File: src/logic/sprxtx_pkg.sv
// Constants for the receive user-bit buffer and transmitter control bank.
// Assumes a byte-wide register port; offsets are register indices.
//
// Contract
// Filter set, consumer format, DAT category: user interrupt only on start-bit change.
// Split bit: 0 stores A and B user bits together, 1 separately.
// CS mode 0: flag every complete new 192-frame channel-status block.
// CS mode 1: flag only when first five status bytes differ from previous.
// Buffer mode 00 discards user bits; code 11 reserved, not written.
// Buffer mode 01 fills buffer one then buffer two, alternating.
// Mode 10: professional uses status byte 1 bits 4-7, else consumer format.
// Mode 01 buffer size 384 bits (0) or 768 bits (1), starting at Z.
// Validity field copied into every transmitted subframe validity bit.
// Ratio codes 000 1:1, 001 1:2, 010 1:4, 101 2:1, 110 4:1.
// Clock select 00 internal one, 01 internal two, 10 recovered PLL.
// Transmit stream produced only while transmit enable is 1.
// Reserved bits read zero and ignore writes.
package sprxtx_pkg;

	localparam int unsigned ADDR_W = 7;
	localparam int unsigned DATA_W = 8;
	// -----------------------------------------------------------------
	// Register offsets
	// -----------------------------------------------------------------
	localparam logic [6:0] RX_BUF_CFG_OFF = 7'h0B;
	localparam logic [6:0] TX_CTRL_OFF = 7'h0C;
	localparam logic [6:0] IRQ_STAT_OFF = 7'h11;
	localparam logic [6:0] IRQ_MASK_OFF = 7'h12;
	localparam logic [6:0] RX_STAT_OFF = 7'h13;
	// -----------------------------------------------------------------
	// Fields and masks
	// -----------------------------------------------------------------
	localparam int unsigned RXB_SIZE_BIT = 0;
	localparam int unsigned RXB_MODE_LSB = 1;
	localparam int unsigned RXB_CSMODE_BIT = 3;
	localparam int unsigned RXB_SPLIT_BIT = 4;
	localparam int unsigned RXB_DATF_BIT = 5;
	localparam logic [7:0] RXB_WMASK = 8'h3F;
	localparam int unsigned TX_EN_BIT = 0;
	localparam int unsigned TX_CLK_LSB = 1;
	localparam int unsigned TX_RATIO_LSB = 3;
	localparam int unsigned TX_VAL_BIT = 6;
	localparam logic [7:0] TX_WMASK = 8'h7F;
	localparam logic [7:0] RXB_RESET = 8'h00;
	localparam logic [7:0] TX_RESET = 8'h00;
	localparam logic [1:0] IRQ_W_RESET = 2'h0;
	localparam int unsigned IRQ_USER_BIT = 0;
	localparam int unsigned IRQ_CS_BIT = 1;
	localparam logic [1:0] MODE_IGNORE = 2'h0;
	localparam logic [1:0] MODE_PINGPONG = 2'h1;
	localparam logic [1:0] MODE_FORMAT = 2'h2;
	localparam logic [1:0] CLK_INT1 = 2'h0;
	localparam logic [1:0] CLK_INT2 = 2'h1;
	localparam logic [1:0] CLK_PLL = 2'h2;
	localparam logic [2:0] RATIO_1_1 = 3'h0;
	localparam logic [2:0] RATIO_1_2 = 3'h1;
	localparam logic [2:0] RATIO_1_4 = 3'h2;
	localparam logic [2:0] RATIO_2_1 = 3'h5;
	localparam logic [2:0] RATIO_4_1 = 3'h6;
	localparam int unsigned BUF_SMALL_BITS = 384;
	localparam int unsigned BUF_LARGE_BITS = 768;
	localparam int unsigned CS_FRAMES = 192;
	localparam int unsigned CS_CMP_BYTES = 5;

	typedef enum logic [1:0] {
		SPRXTX_FMT_NONE,
		SPRXTX_FMT_CONSUMER,
		SPRXTX_FMT_PRO
	} sprxtx_fmt_e;

endpackage : sprxtx_pkg

File: src/logic/sprxtx_regs.sv
// Receive user-bit buffer configuration and transmitter control bank.
// Assumes receiver events arrive as one-cycle pulses on clk_i and that
// the transmitter clock mux and the serialiser sit outside this block.
// The user-bit memory sits outside as well; only its write port is here.
// Reserved mode and clock codes are stored as written; mode 11 acts as idle, clock 11 is passed on as is.
//
// Chosen here: the strobed register port.
`timescale 1ns/10ps
module sprxtx_regs
	import sprxtx_pkg::*;
(
	input wire logic clk_i,
	input wire logic rstn_i,
	input wire logic ce_i,
	input wire logic [sprxtx_pkg::ADDR_W-1:0] addr_i,
	input wire logic [sprxtx_pkg::DATA_W-1:0] wdata_i,
	input wire logic wr_i,
	input wire logic rd_i,
	output logic [sprxtx_pkg::DATA_W-1:0] rdata_o,
	// Receiver side events
	input wire logic user_bit_valid_i,
	input wire logic user_bit_i,
	input wire logic user_chan_b_i,
	input wire logic preamble_z_i,
	input wire logic user_irq_evt_i,
	input wire logic dat_category_i,
	input wire logic start_id_bit_i,
	input wire logic professional_flag_i,
	input wire logic cs_block_done_i,
	input wire logic cs_head_changed_i,
	// Buffer write port
	output logic ubuf_we_o,
	output logic ubuf_sel_o,
	output logic ubuf_chan_b_o,
	output logic [9:0] ubuf_addr_o,
	output logic ubuf_data_o,
	output logic [1:0] user_format_o,
	// Transmitter controls
	input wire logic tx_subframe_i,
	output logic tx_run_o,
	output logic tx_validity_o,
	output logic [1:0] transmit_clock_select_o,
	output logic [2:0] transmit_ratio_o,
	output logic ratio_valid_o,
	output logic irq_o
);
	import sprxtx_pkg::*;

	// -----------------------------------------------------------------
	// Register bank
	// -----------------------------------------------------------------
	logic [7:0] rx_cfg_q;
	logic [7:0] tx_ctrl_q;
	logic [1:0] irq_stat_q;
	logic [1:0] irq_mask_q;
	logic [7:0] rdata_q;
	logic user_evt;
	logic cs_evt;
	logic prev_start_q;
	logic [9:0] wptr_q;
	logic bank_q;
	logic seen_z_q;
	logic z_start;
	// Field views of the receive buffer configuration
	logic [1:0] user_buffer_mode;
	logic user_buffer_size;
	logic user_bit_split;
	logic cs_interrupt_mode;
	logic dat_interrupt_filter;
	logic [9:0] buf_last;
	// Registered buffer write port
	logic ubuf_we_q;
	logic ubuf_sel_q;
	logic ubuf_chan_q;
	logic [9:0] ubuf_addr_q;
	logic ubuf_data_q;
	logic tx_val_q;

	function automatic logic hit(input logic [6:0] a, input logic [6:0] off);
		hit = (a == off);
	endfunction : hit

	// Modes 01 and 10 keep user bits; 00 drops them, 11 is reserved
	function automatic logic stores_bits(input logic [1:0] mode);
		stores_bits = (mode == MODE_PINGPONG) || (mode == MODE_FORMAT);
	endfunction : stores_bits

	// -----------------------------------------------------------------
	// Field decode
	// -----------------------------------------------------------------
	assign user_buffer_size = rx_cfg_q[RXB_SIZE_BIT];
	assign user_buffer_mode = rx_cfg_q[RXB_MODE_LSB +: 2];
	assign cs_interrupt_mode = rx_cfg_q[RXB_CSMODE_BIT];
	assign user_bit_split = rx_cfg_q[RXB_SPLIT_BIT];
	assign dat_interrupt_filter = rx_cfg_q[RXB_DATF_BIT];

	// reserved bits dropped
	always_ff @(posedge clk_i)
	begin
		if (!rstn_i)
		begin
			rx_cfg_q <= RXB_RESET;
			tx_ctrl_q <= TX_RESET;
			irq_mask_q <= IRQ_W_RESET;
		end
		else if (ce_i && wr_i)
		begin
			if (hit(addr_i, RX_BUF_CFG_OFF))
				rx_cfg_q <= wdata_i & RXB_WMASK;
			if (hit(addr_i, TX_CTRL_OFF))
				tx_ctrl_q <= wdata_i & TX_WMASK;
			if (hit(addr_i, IRQ_MASK_OFF))
				irq_mask_q <= wdata_i[1:0];
		end
	end

	// Read data stands for one enabled cycle only, then falls back to zero
	// reserved bits read zero
	always_ff @(posedge clk_i)
	begin
		if (!rstn_i)
			rdata_q <= 8'h00;
		else if (ce_i)
		begin
			rdata_q <= 8'h00;
			if (rd_i)
			begin
				case (addr_i)
					RX_BUF_CFG_OFF: rdata_q <= rx_cfg_q;
					TX_CTRL_OFF: rdata_q <= tx_ctrl_q;
					IRQ_STAT_OFF: rdata_q <= {6'h00, irq_stat_q};
					IRQ_MASK_OFF: rdata_q <= {6'h00, irq_mask_q};
					RX_STAT_OFF: rdata_q <= {6'h00, seen_z_q, bank_q};
					default: rdata_q <= 8'h00;
				endcase
			end
		end
	end
	assign rdata_o = rdata_q;

	// -----------------------------------------------------------------
	// Interrupt events
	// -----------------------------------------------------------------
	// Start bit of the last raw event, kept even when it is filtered
	always_ff @(posedge clk_i)
	begin
		if (!rstn_i)
			prev_start_q <= 1'b0;
		else if (ce_i && user_irq_evt_i)
			prev_start_q <= start_id_bit_i;
	end

	// Filter only touches consumer data of the DAT category
	// DAT start-bit filter
	always_comb
	begin
		user_evt = user_irq_evt_i;
		if (dat_interrupt_filter && dat_category_i && !professional_flag_i
			&& user_buffer_mode == MODE_FORMAT)
			user_evt = user_irq_evt_i && (start_id_bit_i != prev_start_q);
	end

	// every block in mode 0
	// changed head in mode 1
	assign cs_evt = cs_block_done_i && (!cs_interrupt_mode || cs_head_changed_i);

	// Set wins over the read-clear in the same cycle
	always_ff @(posedge clk_i)
	begin
		if (!rstn_i)
			irq_stat_q <= IRQ_W_RESET;
		else if (ce_i)
		begin
			if (rd_i && hit(addr_i, IRQ_STAT_OFF))
				irq_stat_q <= {cs_evt, user_evt};
			else
				irq_stat_q <= irq_stat_q | {cs_evt, user_evt};
		end
	end
	// irq_stat bit 1 is the receive channel-status block flag
	assign irq_o = |(irq_stat_q & irq_mask_q);

	// -----------------------------------------------------------------
	// User-bit buffer addressing
	// -----------------------------------------------------------------
	// 384 or 768 bits per buffer
	assign buf_last = user_buffer_size ? 10'(BUF_LARGE_BITS - 1)
		: 10'(BUF_SMALL_BITS - 1);

	// A Z opens a buffer when none is open or the last one just wrapped
	assign z_start = preamble_z_i && (!seen_z_q || wptr_q == 10'h000);

	// mode 00 or 11 stores nothing
	// ping-pong between buffers
	always_ff @(posedge clk_i)
	begin
		if (!rstn_i)
		begin
			wptr_q <= 10'h000;
			bank_q <= 1'b0;
			seen_z_q <= 1'b0;
		end
		else if (ce_i && user_bit_valid_i)
		begin
			if (!stores_bits(user_buffer_mode))
			begin
				// Idle rewinds so the next Z lands at 0
				seen_z_q <= 1'b0;
				wptr_q <= 10'h000;
			end
			// buffer starts at preamble Z
			else if (z_start)
			begin
				seen_z_q <= 1'b1;
				wptr_q <= 10'h001;
			end
			else if (seen_z_q)
			begin
				if (wptr_q == buf_last)
				begin
					wptr_q <= 10'h000;
					if (user_buffer_mode == MODE_PINGPONG)
						bank_q <= ~bank_q;
				end
				else
					wptr_q <= wptr_q + 10'h001;
			end
		end
	end

	// split or shared A/B storage
	always_ff @(posedge clk_i)
	begin
		if (!rstn_i)
		begin
			ubuf_we_q <= 1'b0;
			ubuf_sel_q <= 1'b0;
			ubuf_chan_q <= 1'b0;
			ubuf_addr_q <= 10'h000;
			ubuf_data_q <= 1'b0;
		end
		else if (ce_i)
		begin
			// Bits before the first Z have no place and are dropped
			ubuf_we_q <= user_bit_valid_i && stores_bits(user_buffer_mode)
				&& (seen_z_q || preamble_z_i);
			ubuf_sel_q <= bank_q;
			ubuf_chan_q <= user_bit_split & user_chan_b_i;
			ubuf_addr_q <= z_start ? 10'h000 : wptr_q;
			ubuf_data_q <= user_bit_i;
		end
	end
	assign ubuf_we_o = ubuf_we_q;
	assign ubuf_sel_o = ubuf_sel_q;
	assign ubuf_chan_b_o = ubuf_chan_q;
	assign ubuf_addr_o = ubuf_addr_q;
	assign ubuf_data_o = ubuf_data_q;

	// Format follows the live status flag, with no latching at Z
	// professional or consumer format
	always_comb
	begin
		if (user_buffer_mode != MODE_FORMAT)
			user_format_o = 2'(SPRXTX_FMT_NONE);
		else if (professional_flag_i)
			user_format_o = 2'(SPRXTX_FMT_PRO);
		else
			user_format_o = 2'(SPRXTX_FMT_CONSUMER);
	end

	// -----------------------------------------------------------------
	// Transmitter control
	// -----------------------------------------------------------------
	// Sampled per subframe so a subframe never sees a half-made change
	// validity latched at each subframe
	always_ff @(posedge clk_i)
	begin
		if (!rstn_i)
			tx_val_q <= 1'b0;
		else if (ce_i && tx_subframe_i)
			tx_val_q <= tx_ctrl_q[TX_VAL_BIT];
	end
	assign tx_validity_o = tx_val_q;

	// Enable acts at once; the serialiser must close its open frame
	// stream only while enabled
	assign tx_run_o = tx_ctrl_q[TX_EN_BIT];
	// clock source select
	assign transmit_clock_select_o = tx_ctrl_q[TX_CLK_LSB +: 2];
	assign transmit_ratio_o = tx_ctrl_q[TX_RATIO_LSB +: 3];

	// Undefined ratio codes still pass; rate logic checks ratio_valid_o
	// defined ratio codes
	always_comb
	begin
		case (transmit_ratio_o)
			RATIO_1_1, RATIO_1_2, RATIO_1_4, RATIO_2_1, RATIO_4_1:
				ratio_valid_o = 1'b1;
			default:
				ratio_valid_o = 1'b0;
		endcase
	end

endmodule : sprxtx_regs

File: config.mk
export PLATFORM = sky130hd
export DESIGN_NAME = sprxtx_regs
export DESIGN_NICKNAME = d
export VERILOG_FILES = /design/src/logic/sprxtx_pkg.sv /design/src/logic/sprxtx_regs.sv
export SDC_FILE = /design/constraint.sdc
export NUM_CORES = 1
export LEC_CHECK = 0
export BUFFER_PORTS_ARGS = -buffer_cell sky130_fd_sc_hd__buf_2
export CAP_MARGIN = 20
export CORE_ASPECT_RATIO = 1.1
export CORE_MARGIN = 1.5
export CORE_UTILIZATION = 55
export CTS_CLUSTER_DIAMETER = 50
export DETAILED_ROUTE_END_ITERATION = 16
export GPL_ROUTABILITY_DRIVEN = 0
export MAX_ROUTING_LAYER = met4
export PLACE_DENSITY = 0.87
export SYNTH_ARGS = -nofsm -noshare
export SYNTH_HDL_FRONTEND = slang
export SYNTH_SLANG_ARGS = --single-unit
File: constraint.sdc
create_clock -name clk_i -period 5.3 [get_ports clk_i]
set_input_delay 1.59 -clock clk_i [delete_from_list [all_inputs] [get_ports clk_i]]
set_output_delay 1.59 -clock clk_i [all_outputs]
set_load 0.01 [all_outputs]
# ---- Yosys cells after proc, flatten, opt, wreduce, memory -nomap -nowiden
# Cells that the tools add are included.
dict set report classes {
  add_sub_neg 1
  n_mul 0
  n_div 0
  order_cmp 0
  n_eq_ne 16
  shift 0
  muxes 15
  bitwise 5
  n_reduce_logical 30
}
# op n
set op_table {}
lappend op_table {{$mux 10} 6}
lappend op_table {{$pmux 7 s5} 1}
lappend op_table {{$eq 7x5->1 const B} 3}
lappend op_table {{$eq 7x4->1 const B} 2}
lappend op_table {{$logic_and 1x1->1} 13}
lappend op_table {{$add 10x1->10 const B} 1}
lappend op_table {{$eq 10x10->1} 1}
lappend op_table {{$logic_not 10->1} 1}
lappend op_table {{$reduce_and 2->1} 5}
lappend op_table {{$mux 7} 1}
lappend op_table {{$eq 3x3->1 const B} 2}
lappend op_table {{$mux 2} 3}
lappend op_table {{$reduce_and 6->1} 1}
lappend op_table {{$reduce_or 5->1} 1}
lappend op_table {{$logic_or 1x1->1} 4}
lappend op_table {{$mux 1} 4}
lappend op_table {{$ne 2x2->1 const B} 2}
lappend op_table {{$eq 3x1->1 const B} 1}
lappend op_table {{$eq 3x2->1 const B} 1}
lappend op_table {{$logic_not 1->1} 3}
lappend op_table {{$logic_not 3->1} 1}
lappend op_table {{$ne 3x3->1 const B} 1}
lappend op_table {{$and 2x2->2} 1}
lappend op_table {{$eq 2x1->1 const B} 1}
lappend op_table {{other kinds (6)} 7}
dict set report totals {
  register_bits 53
  latchBits 0
  ram_bits 0
  rom_bits 0
  n_memories 0
}

# ---- Longest topological paths before layout
# Gate-level depths: netlist of run 1.
dict set report depth {
  word_depth 6
  depth_mapped 7
  depth_no_buf 7
}

# ---- Worst setup path before layout of run 1
# No wires, ideal clock.
dict set report synth_timing {
  path_kind {input to output}
  start {in professional_flag_i}
  end {out user_format_o[0]}
  arrival_ns 1.798
  path_slack_ns 1.912
  cell_stages 1
  n_path_buf 0
  path_cell_list {nor2b_1}
}
dict set report synth_between {
  elab_chain_cells 2
}
# item line_no
set synth_lines {}
lappend synth_lines {{from (decl)} sprxtx_regs.sv:28} ;# input wire logic professional_flag_i,
lappend synth_lines {{$mux 2} sprxtx_regs.sv:265} ;# else if (professional_flag_i)
lappend synth_lines {{$mux 2} sprxtx_regs.sv:263} ;# if (user_buffer_mode != MODE_FORMAT)
lappend synth_lines {{to (decl)} sprxtx_regs.sv:37} ;# output logic [1:0] user_format_o,
# No other way between the ends.

# ---- Worst setup path in the final report of run 1
# Same ends and word-level chain as after synthesis.

==> flow_summary.toml, run 1 <==
[outcome]
status = "finished, final reports clean"

[layout]
diodes = 0
multi_input_area_um2 = 1330
ff_latch_area_um2 = 1040
drive_gt1_share_pct = 23.7
fill_cells = 359
nets = 372
area_delta_synth_final_pct = 15.5

[synth]
synth_edf_count = 0
avgSynthCellArea_um2 = 8.72
ys.flop_type = "dfxtp_1"
syn_nets = 323
synth_cells = 288
ys_ff_latch = 52
ys_types = 52
yosys_warnings = 0
synthArstFlopShare_pct = 0
syn-cell-area_um2 = 2510
synth-seq-area-share_pct = 41.4

[floorplanning]
io-pin-count = 64
rows = 25
die_height_um = 73.9
die_w_um = 67.4
initial_core_util_pct = 57.8
core_area_um2 = 4350
die-area_um2 = 4980

[sta]
worst_pin_slew_ns = 0.738
rsz0062_at_grt = "no"
tns_ns = 0
min_period_ns = 3.58
period_share_pct = 67.5
setup_viol = 0
report.final.slew_viol_count = 0
slew_headroom_pct = 50.4
final_hold_viol_count = 0
skew_ns = 0.00957
max_freq_mhz = 280
fin_ws_ns = 1.72

[global_route]
grt_util_met2_pct = 42.6
grt_pass1_wl_um = 9200
busiest_layer = "met2"
use_met3_pct = 3.98
grt_overflow = 0
track_usage_pct = 24.6
grt_pass1_vias = 2041
use_met1_pct = 28.7
grt_max_degree = 40
antenna_found_initial = 0

[clock_tree]
cts.path.max_buffers = 2
cts_setup_buffers = 0
clkSinkCount = 52
cts_root_buffer = "clkbuf_8"
cts_max_level = 2
clk_transition_reported_paths_ns = 0.09
cts_resized = 0
cts_tree = "yes"
cts.hold.buffers_added = 0
numCtsBuffers = 5
clkLatencyLatePin_ns = 0.30

[routing]
drt-initial-drc-count = 236
vias = 2279
dr.pass1.iters = 4
viasPerCell = 5.81
routedWlPerCell_um = 14.6
ant_nets = 0
wl_um = 5720
drcViolationCount = 0

[placement]
pre_cts_ws_ns = 1.73
port_buffers = 61
dp_hpwl_um = 4100

[critical_path]
critPathKind = "primary input to output port"
r2r_cells = 7
r2r_setup_slack_ns = 3.02
critical_path.startpoint = "professional_flag_i"
end_kind = "output port"
cp.required_ns = 3.71
setup.worst_path.start_class = "primary input"
rr_startpoint = "wptr_q[0]"
worstPathMaxFanout = 2
crit_path_end = "user_format_o[0]"
cp_data_arrival_time_ns = 1.99
timing.rr.end = "wptr_q[8]"

[flow_run]
max_cap_violations = 0

[power]
ir_drop_mv = 0.147
leakage_nw = 1.20
p_per_area_nw_per_um2 = 244

[worst_hold_path]
hp-class = "register to register"
## worst max-delay path, cell delays in order
cell and delay [ns]:
buf_2 0.10, nor2b_1 0.14, buf_2 0.15
## cell families after synthesis
logic type,synth area share (%)
flops,41.4
simple gates,26.3
compound gates,16.3
fa+ha+maj,1.99
xor+xnor,0.697
buf+inv,5.58
mux,7.57
other cells,0.149
## report_power, final
part	leakage, nW	internal, mW	switching (mW)
Combinational	0.727	0.0174	0.0276
Sequential	0.420	0.393	0.00197
Clock	0.0552	0.140	0.128
Total	1.20	0.550	0.158
## layout by cell type, fill, tap and decap left out, drive strengths merged, types with 4 or more instances in the layout
cell and n:
nand2b 13, inv 9, a21oi 23, a31oi 5
nand3 19, nor3 4, a22o 11, ha 4
nor2b 4, nor4 4, and2 4, nor2 33
clkbuf 6, buf 63, or3 4, nand2 15
mux2i 19, o21ai 8, dfxtp 52
## cell type report
type	instances	area share [%]
clock inverter	2	1.21
multi-input combinational	206	45.9
inverter	9	1.16
tap	54	2.33
clock buffer	6	2.50
timing repair buffer	63	11.0
sequential	52	35.9
## flip-flops by register name, indices dropped and copies added, names as in the netlist, 2 cells and up
register,flops
irq_mask_q,2
irq_stat_q,2
rdata_o,7
rx_cfg_q,6
tx_ctrl_q,7
ubuf_addr_o,10
wptr_q,10
## cells in the mapped netlist, types with 2 or more instances
cell	count	share of area, %
buf_4	6	1.8
mux2i_1	19	7.6
o21ai_0	7	1.4
nand2_1	15	2.2
nor2_1	32	4.8
dfxtp_1	52	41
nor4bb_1	2	0.80
clkbuf_1	9	1.3
and3_1	3	0.75
nor3_1	4	0.80
buf_2	4	0.80
a21oi_1	23	4.6
a31oi_1	5	1.2
or3_1	3	0.75
and4_1	2	0.70
nand4b_1	3	1.0
xnor2_1	2	0.70
inv_1	9	1.3
a22o_1	11	3.8
nor4_1	3	0.75
and2_1	4	1.0
nor2b_1	4	1.0
buf_1	2	0.30
ha_1	4	2.0
nand2b_1	13	3.2
nand4_1	2	0.50
nand3_1	19	3.8
a222oi_1	2	0.80
## layer usage
metal	share of wire, %	wire [um]	vias to the layer above
met5	0	0	-
met3	5.9	338	6
met2	51	2890	93
li1	-	-	1127
met1	42	2430	1053
met4	1.1	61	0
## how the worst min path moves through the flow
stage | startpoint | endpoint | slack [ns] | cells past startpoint
6_report | tx_validity_o | tx_validity_o | 0.46 | 2
5_1_grt | tx_validity_o | tx_validity_o | 0.48 | 2
4_1_cts | tx_validity_o | tx_validity_o | 0.47 | 2
3_5_place_dp | tx_validity_o | tx_validity_o | 0.45 | 2
3_3_place_gp | tx_validity_o | tx_validity_o | 0.44 | 2
2_1_floorplan | prev_start_q | prev_start_q | 0.45 | 2
## metrics by stage
stage / util [%] / std cells / power, mW / cell area, um2 / hold WS [ns]
finish: 66.7 / 392 / 0.708 / 2900 / 0.459
global route: 66.7 / 392 / 0.733 / 2900 / 0.479
CTS: 66.7 / 392 / 0.710 / 2900 / 0.466
detailed placement: 64.3 / 384 / 0.448 / 2790 / 0.454
global placement: 64.3 / 384 / 0.447 / 2790 / 0.442
floorplan: - / 288 / 0.428 / 2510 / 0.449
(Power assumes the default switching activity.)
==> run 2, diff against run 1 <==
--- a/config.mk
+++ b/config.mk
@@ -9,12 +9,12 @@
 export CAP_MARGIN = 20
 export CORE_ASPECT_RATIO = 1.1
 export CORE_MARGIN = 1.5
-export CORE_UTILIZATION = 55
+export CORE_UTILIZATION = 47
 export CTS_CLUSTER_DIAMETER = 50
 export DETAILED_ROUTE_END_ITERATION = 16
 export GPL_ROUTABILITY_DRIVEN = 0
 export MAX_ROUTING_LAYER = met4
-export PLACE_DENSITY = 0.87
+export PLACE_DENSITY = 0.8
 export SYNTH_ARGS = -nofsm -noshare
 export SYNTH_HDL_FRONTEND = slang
 export SYNTH_SLANG_ARGS = --single-unit
==> constraint.sdc (replaced) <==
create_clock -name clk_i -period 2.9 [get_ports clk_i]
set_input_delay 0.87 -clock clk_i [delete_from_list [all_inputs] [get_ports clk_i]]
set_output_delay 0.87 -clock clk_i [all_outputs]
set_load 0.01 [all_outputs]
==> flow_summary.toml, run 2 (synthesized netlist as in run 1, its figures left out) <==
[outcome]
status = "finished, final reports clean"

[routing]
wl_um = 5850
drt-initial-drc-count = 127
ant_nets = 0
viasPerCell = 5.77
vias = 2313
dr.pass1.iters = 4
drcViolationCount = 0
routedWlPerCell_um = 14.6

[clock_tree]
cts_setup_buffers = 0
cts_tree = "yes"
cts_max_level = 2
clkSinkCount = 52
clkLatencyLatePin_ns = 0.31
numCtsBuffers = 5
cts.path.max_buffers = 2
clk_transition_reported_paths_ns = 0.10
cts.hold.buffers_added = 0
cts_root_buffer = "clkbuf_8"
cts_resized = 0

[power]
sequentialPowerShare_pct = 54.9
swShare_pct = 23.0
p_per_area_nw_per_um2 = 445
comb_power_share_pct = 6.5
leakage_nw = 1.23
p_sw_uw = 302
p_int_mw = 1.01
p_clk_share_pct = 38.6
ir_drop_mv = 0.266

[floorplanning]
die_w_um = 72.7
initial_core_util_pct = 49.6
core_area_um2 = 5070
io-pin-count = 64
die_height_um = 79.7
rows = 27
die-area_um2 = 5790

[global_route]
antenna_found_initial = 0
use_met1_pct = 26.0
grt_pass1_vias = 2227
grt_pass1_wl_um = 9990
busiest_layer = "met2"
use_met3_pct = 4.29
grt_max_degree = 28
grt_overflow = 0
grt_util_met2_pct = 37.2
track_usage_pct = 22.4

[critical_path]
critPathKind = "register to register"
setup.worst_path.start_class = "register"
r2r_setup_slack_ns = 0.57
timing.rr.end = "wptr_q[8]"
rr_startpoint = "wptr_q[0]"
cp.required_ns = 3.13
critical_path.startpoint = "wptr_q[0]"
cp_data_arrival_time_ns = 2.56
r2r_cells = 7
end_kind = "register"
worstPathMaxFanout = 9

[worst_hold_path]
min_to = "tx_validity_o"
whs_path_depth = 2
hp-start = "tx_validity_o"
hp-class = "register to register"

[sta]
report.final.slew_viol_count = 0
holdWs_ns = 0.461
min_period_ns = 2.33
fin_ws_ns = 0.570
slew_headroom_pct = 59.7
skew_ns = 0.0101
final_hold_viol_count = 0
rsz0062_at_grt = "no"
worst_pin_slew_ns = 0.604
tns_ns = 0
max_freq_mhz = 429
setup_viol = 0
period_share_pct = 80.3

[layout]
fin_util_pct = 58.2
final_common_cell = "buf_2"
fill_cells = 453
drive_gt1_share_pct = 25.1
nets = 377
stdcell_area_um2 = 2950
most-common-layout-cells = "buf_2, dfxtp_1, nor2_1"
diodes = 0
area_delta_synth_final_pct = 17.5

[placement]
dp_hpwl_um = 4290
dpl-instance-area_um2 = 2840
port_buffers = 61
pre_cts_ws_ns = 0.353

[flow_run]
max_cap_violations = 0
run 2: final cells by class:
cell class	instances	area, um2	share of cell area (%)
Multi-Input combinational cell	206	1330	45.1
Sequential cell	52	1040	35.3
Timing Repair Buffer	68	358	12.1
Tap cell	58	72.6	2.46
Clock buffer	5	68.8	2.33
Clock inverter	3	46.3	1.57
Inverter	9	33.8	1.14
run 2: power groups by stage:
stage	combinational (mW)	clock [mW]	sequential, mW
6_report	0.0854	0.507	0.721
2_1_floorplan	0.0446	0	0.737
3_5_place_dp	0.0844	0	0.738
3_3_place_gp	0.0833	0	0.738
4_1_cts	0.0849	0.517	0.721
5_1_grt	0.0953	0.551	0.722
run 2: worst max-delay path by stage:
stage | endpoint
after detailed placement | wptr_q[8]
final | wptr_q[8]
after global placement | wptr_q[8]
after floorplan | wptr_q[8]
after global routing | wptr_q[8]
after CTS | wptr_q[8]
run 2: metal layers:
layer	up-vias	wire length (um)
met5	-	0
met2	77	2840
met1	1080	2540
met3	16	295
met4	0	167
li1	1140	-
run 2: worst max-delay path: stages, from the launching register on:
cell	delay (ns)
dfxtp_1	0.49
inv_1	0.08
ha_1	0.19
nor4bb_1	0.15
a311o_2	0.46
or3_1	0.39
or3_1	0.32
a31oi_1	0.18
run 2: metrics by stage:
| step | total power, mW | cells |
|---|---|---|
| 6_report | 1.31 | 401 |
| 5_1_grt | 1.37 | 401 |
| 4_1_cts | 1.32 | 401 |
| 3_5_place_dp | 0.822 | 393 |
| 3_3_place_gp | 0.821 | 393 |
| 2_1_floorplan | 0.782 | 288 |
==> run 3, diff against run 2 <==
==> constraint.sdc (replaced) <==
create_clock -name clk_i -period 2.12 [get_ports clk_i]
set_input_delay 0.636 -clock clk_i [delete_from_list [all_inputs] [get_ports clk_i]]
set_output_delay 0.636 -clock clk_i [all_outputs]
set_load 0.01 [all_outputs]
==> flow_summary.toml, run 3 (synthesized netlist as in run 1, its figures left out) <==
[sta]
rsz0062_at_grt = "no"
min_period_ns = 2.03
report.final.slew_viol_count = 0
fin_ws_ns = 0.0911
setup_viol = 0
max_freq_mhz = 493
skew_ns = 0.00767
period_share_pct = 95.7
final_hold_viol_count = 0

[clock_tree]
numCtsBuffers = 5
cts_max_level = 2
clkLatencyLatePin_ns = 0.31
cts_setup_buffers = 0
clk_transition_reported_paths_ns = 0.09
cts_root_buffer = "clkbuf_8"
cts.hold.buffers_added = 0
cts.path.max_buffers = 2
clkSinkCount = 52
cts_resized = 0
cts_tree = "yes"

[floorplanning]
rows = 27
die-area_um2 = 5790
die_w_um = 72.7
core_area_um2 = 5070
die_height_um = 79.7
initial_core_util_pct = 49.6
io-pin-count = 64

[worst_hold_path]
min_to = "ubuf_addr_o[6]"
hp-start = "ubuf_addr_o[6]"
whs_path_depth = 2
hp-class = "register to register"

[critical_path]
slowest_stage = "a311o_2"
r2r_cells = 7
timing.rr.end = "wptr_q[8]"
path_cells = "inv_1, ha_1, nor4bb_1, a311o_2, or3_1, or3_1, a31oi_1"
setup.worst_path.start_class = "register"
cpMostUsedCell = "or3_1"
critPathKind = "register to register"
worstPathMaxFanout = 2
slowest_delay_ns = 0.38
cp.required_ns = 2.36
cp_data_arrival_time_ns = 2.26
r2r_setup_slack_ns = 0.09
end_kind = "register"
rr_startpoint = "wptr_q[0]"

[routing]
ant_nets = 0
dr.pass1.iters = 4
drcViolationCount = 0
vias = 2401
routedWlPerCell_um = 15.2
drt-initial-drc-count = 130
wl_um = 6360
viasPerCell = 5.74

[placement]
dpl-instance-area_um2 = 2960
dp_hpwl_um = 4760
pre_cts_ws_ns = -0.0699
port_buffers = 61

[global_route]
antenna_found_initial = 0
grt_pass1_wl_um = 10400
grt_overflow = 0
grt_pass1_vias = 2304
grt_max_degree = 27
track_usage_pct = 23.3

[layout]
diodes = 0
area_delta_synth_final_pct = 22.4
final_common_cell = "buf_2"
fin_util_pct = 60.7
nets = 394
most-common-layout-cells = "buf_2, dfxtp_1, nor2_1"
drive_gt1_share_pct = 28.6
stdcell_area_um2 = 3080

[power]
leakage_nw = 1.31
fin_total_pwr_mw = 1.80
ir_drop_mv = 0.304
p_per_area_nw_per_um2 = 584

[flow_run]
max_cap_violations = 0

[outcome]
status = "finished, final reports clean"
==> run 3: power by group <==
group / internal, mW / total (mW) / switching (mW)
combinational: 0.0519 / 0.126 / 0.0745
sequential: 0.982 / 0.986 / 0.00451
clock: 0.350 / 0.683 / 0.334
total: 1.38 / 1.80 / 0.413
==> run 3: routing by layer <==
layer	up-vias	routed length [um]	global-route usage, %
met2	84	3240	38.8
met5	-	0	-
met1	1126	2650	26.9
li1	1170	-	-
met3	21	281	3.54
met4	0	191	12.1
==> run 3: layout make-up <==
type	count	area, um2
clock inverters	3	42.5
clock buffers	5	68.8
repair buffers	85	485
inverters	9	33.8
well taps	58	72.6
multi-input cells	206	1330
flip-flops and latches	52	1040
fillers	453	1990
==> run 3: stage by stage <==
step                hold WS (ns)  cells  TNS [ns]
finish                     0.468    418         0
detailed placement         0.460    410    -0.148
global placement           0.442    410   -0.0747
floorplan                  0.449    288         0
global route               0.493    418         0
CTS                        0.474    418         0
==> run 3: worst max path at each step <==
| stage | to | startpoint | slack [ns] |
|---|---|---|---|
| floorplan | wptr_q[8] | wptr_q[0] | 0.07 |
| global placement | wptr_q[8] | preamble_z_i | -0.05 |
| detailed placement | wptr_q[8] | preamble_z_i | -0.07 |
| CTS | wptr_q[8] | wptr_q[0] | 0.1 |
| global route | wptr_q[8] | wptr_q[1] | 0.001 |
| finish | wptr_q[8] | wptr_q[0] | 0.09 |
==> run 3: critical path: cells and delay by family (launching register included) <==
| kind | cells | cell delay (ns) |
|---|---|---|
| and+or+nand+nor | 3 | 0.86 |
| AOI/OAI and AO/OA | 2 | 0.53 |
| DFF | 1 | 0.35 |
| adders and majority gates | 1 | 0.18 |
| buffers and inverters | 1 | 0.05 |
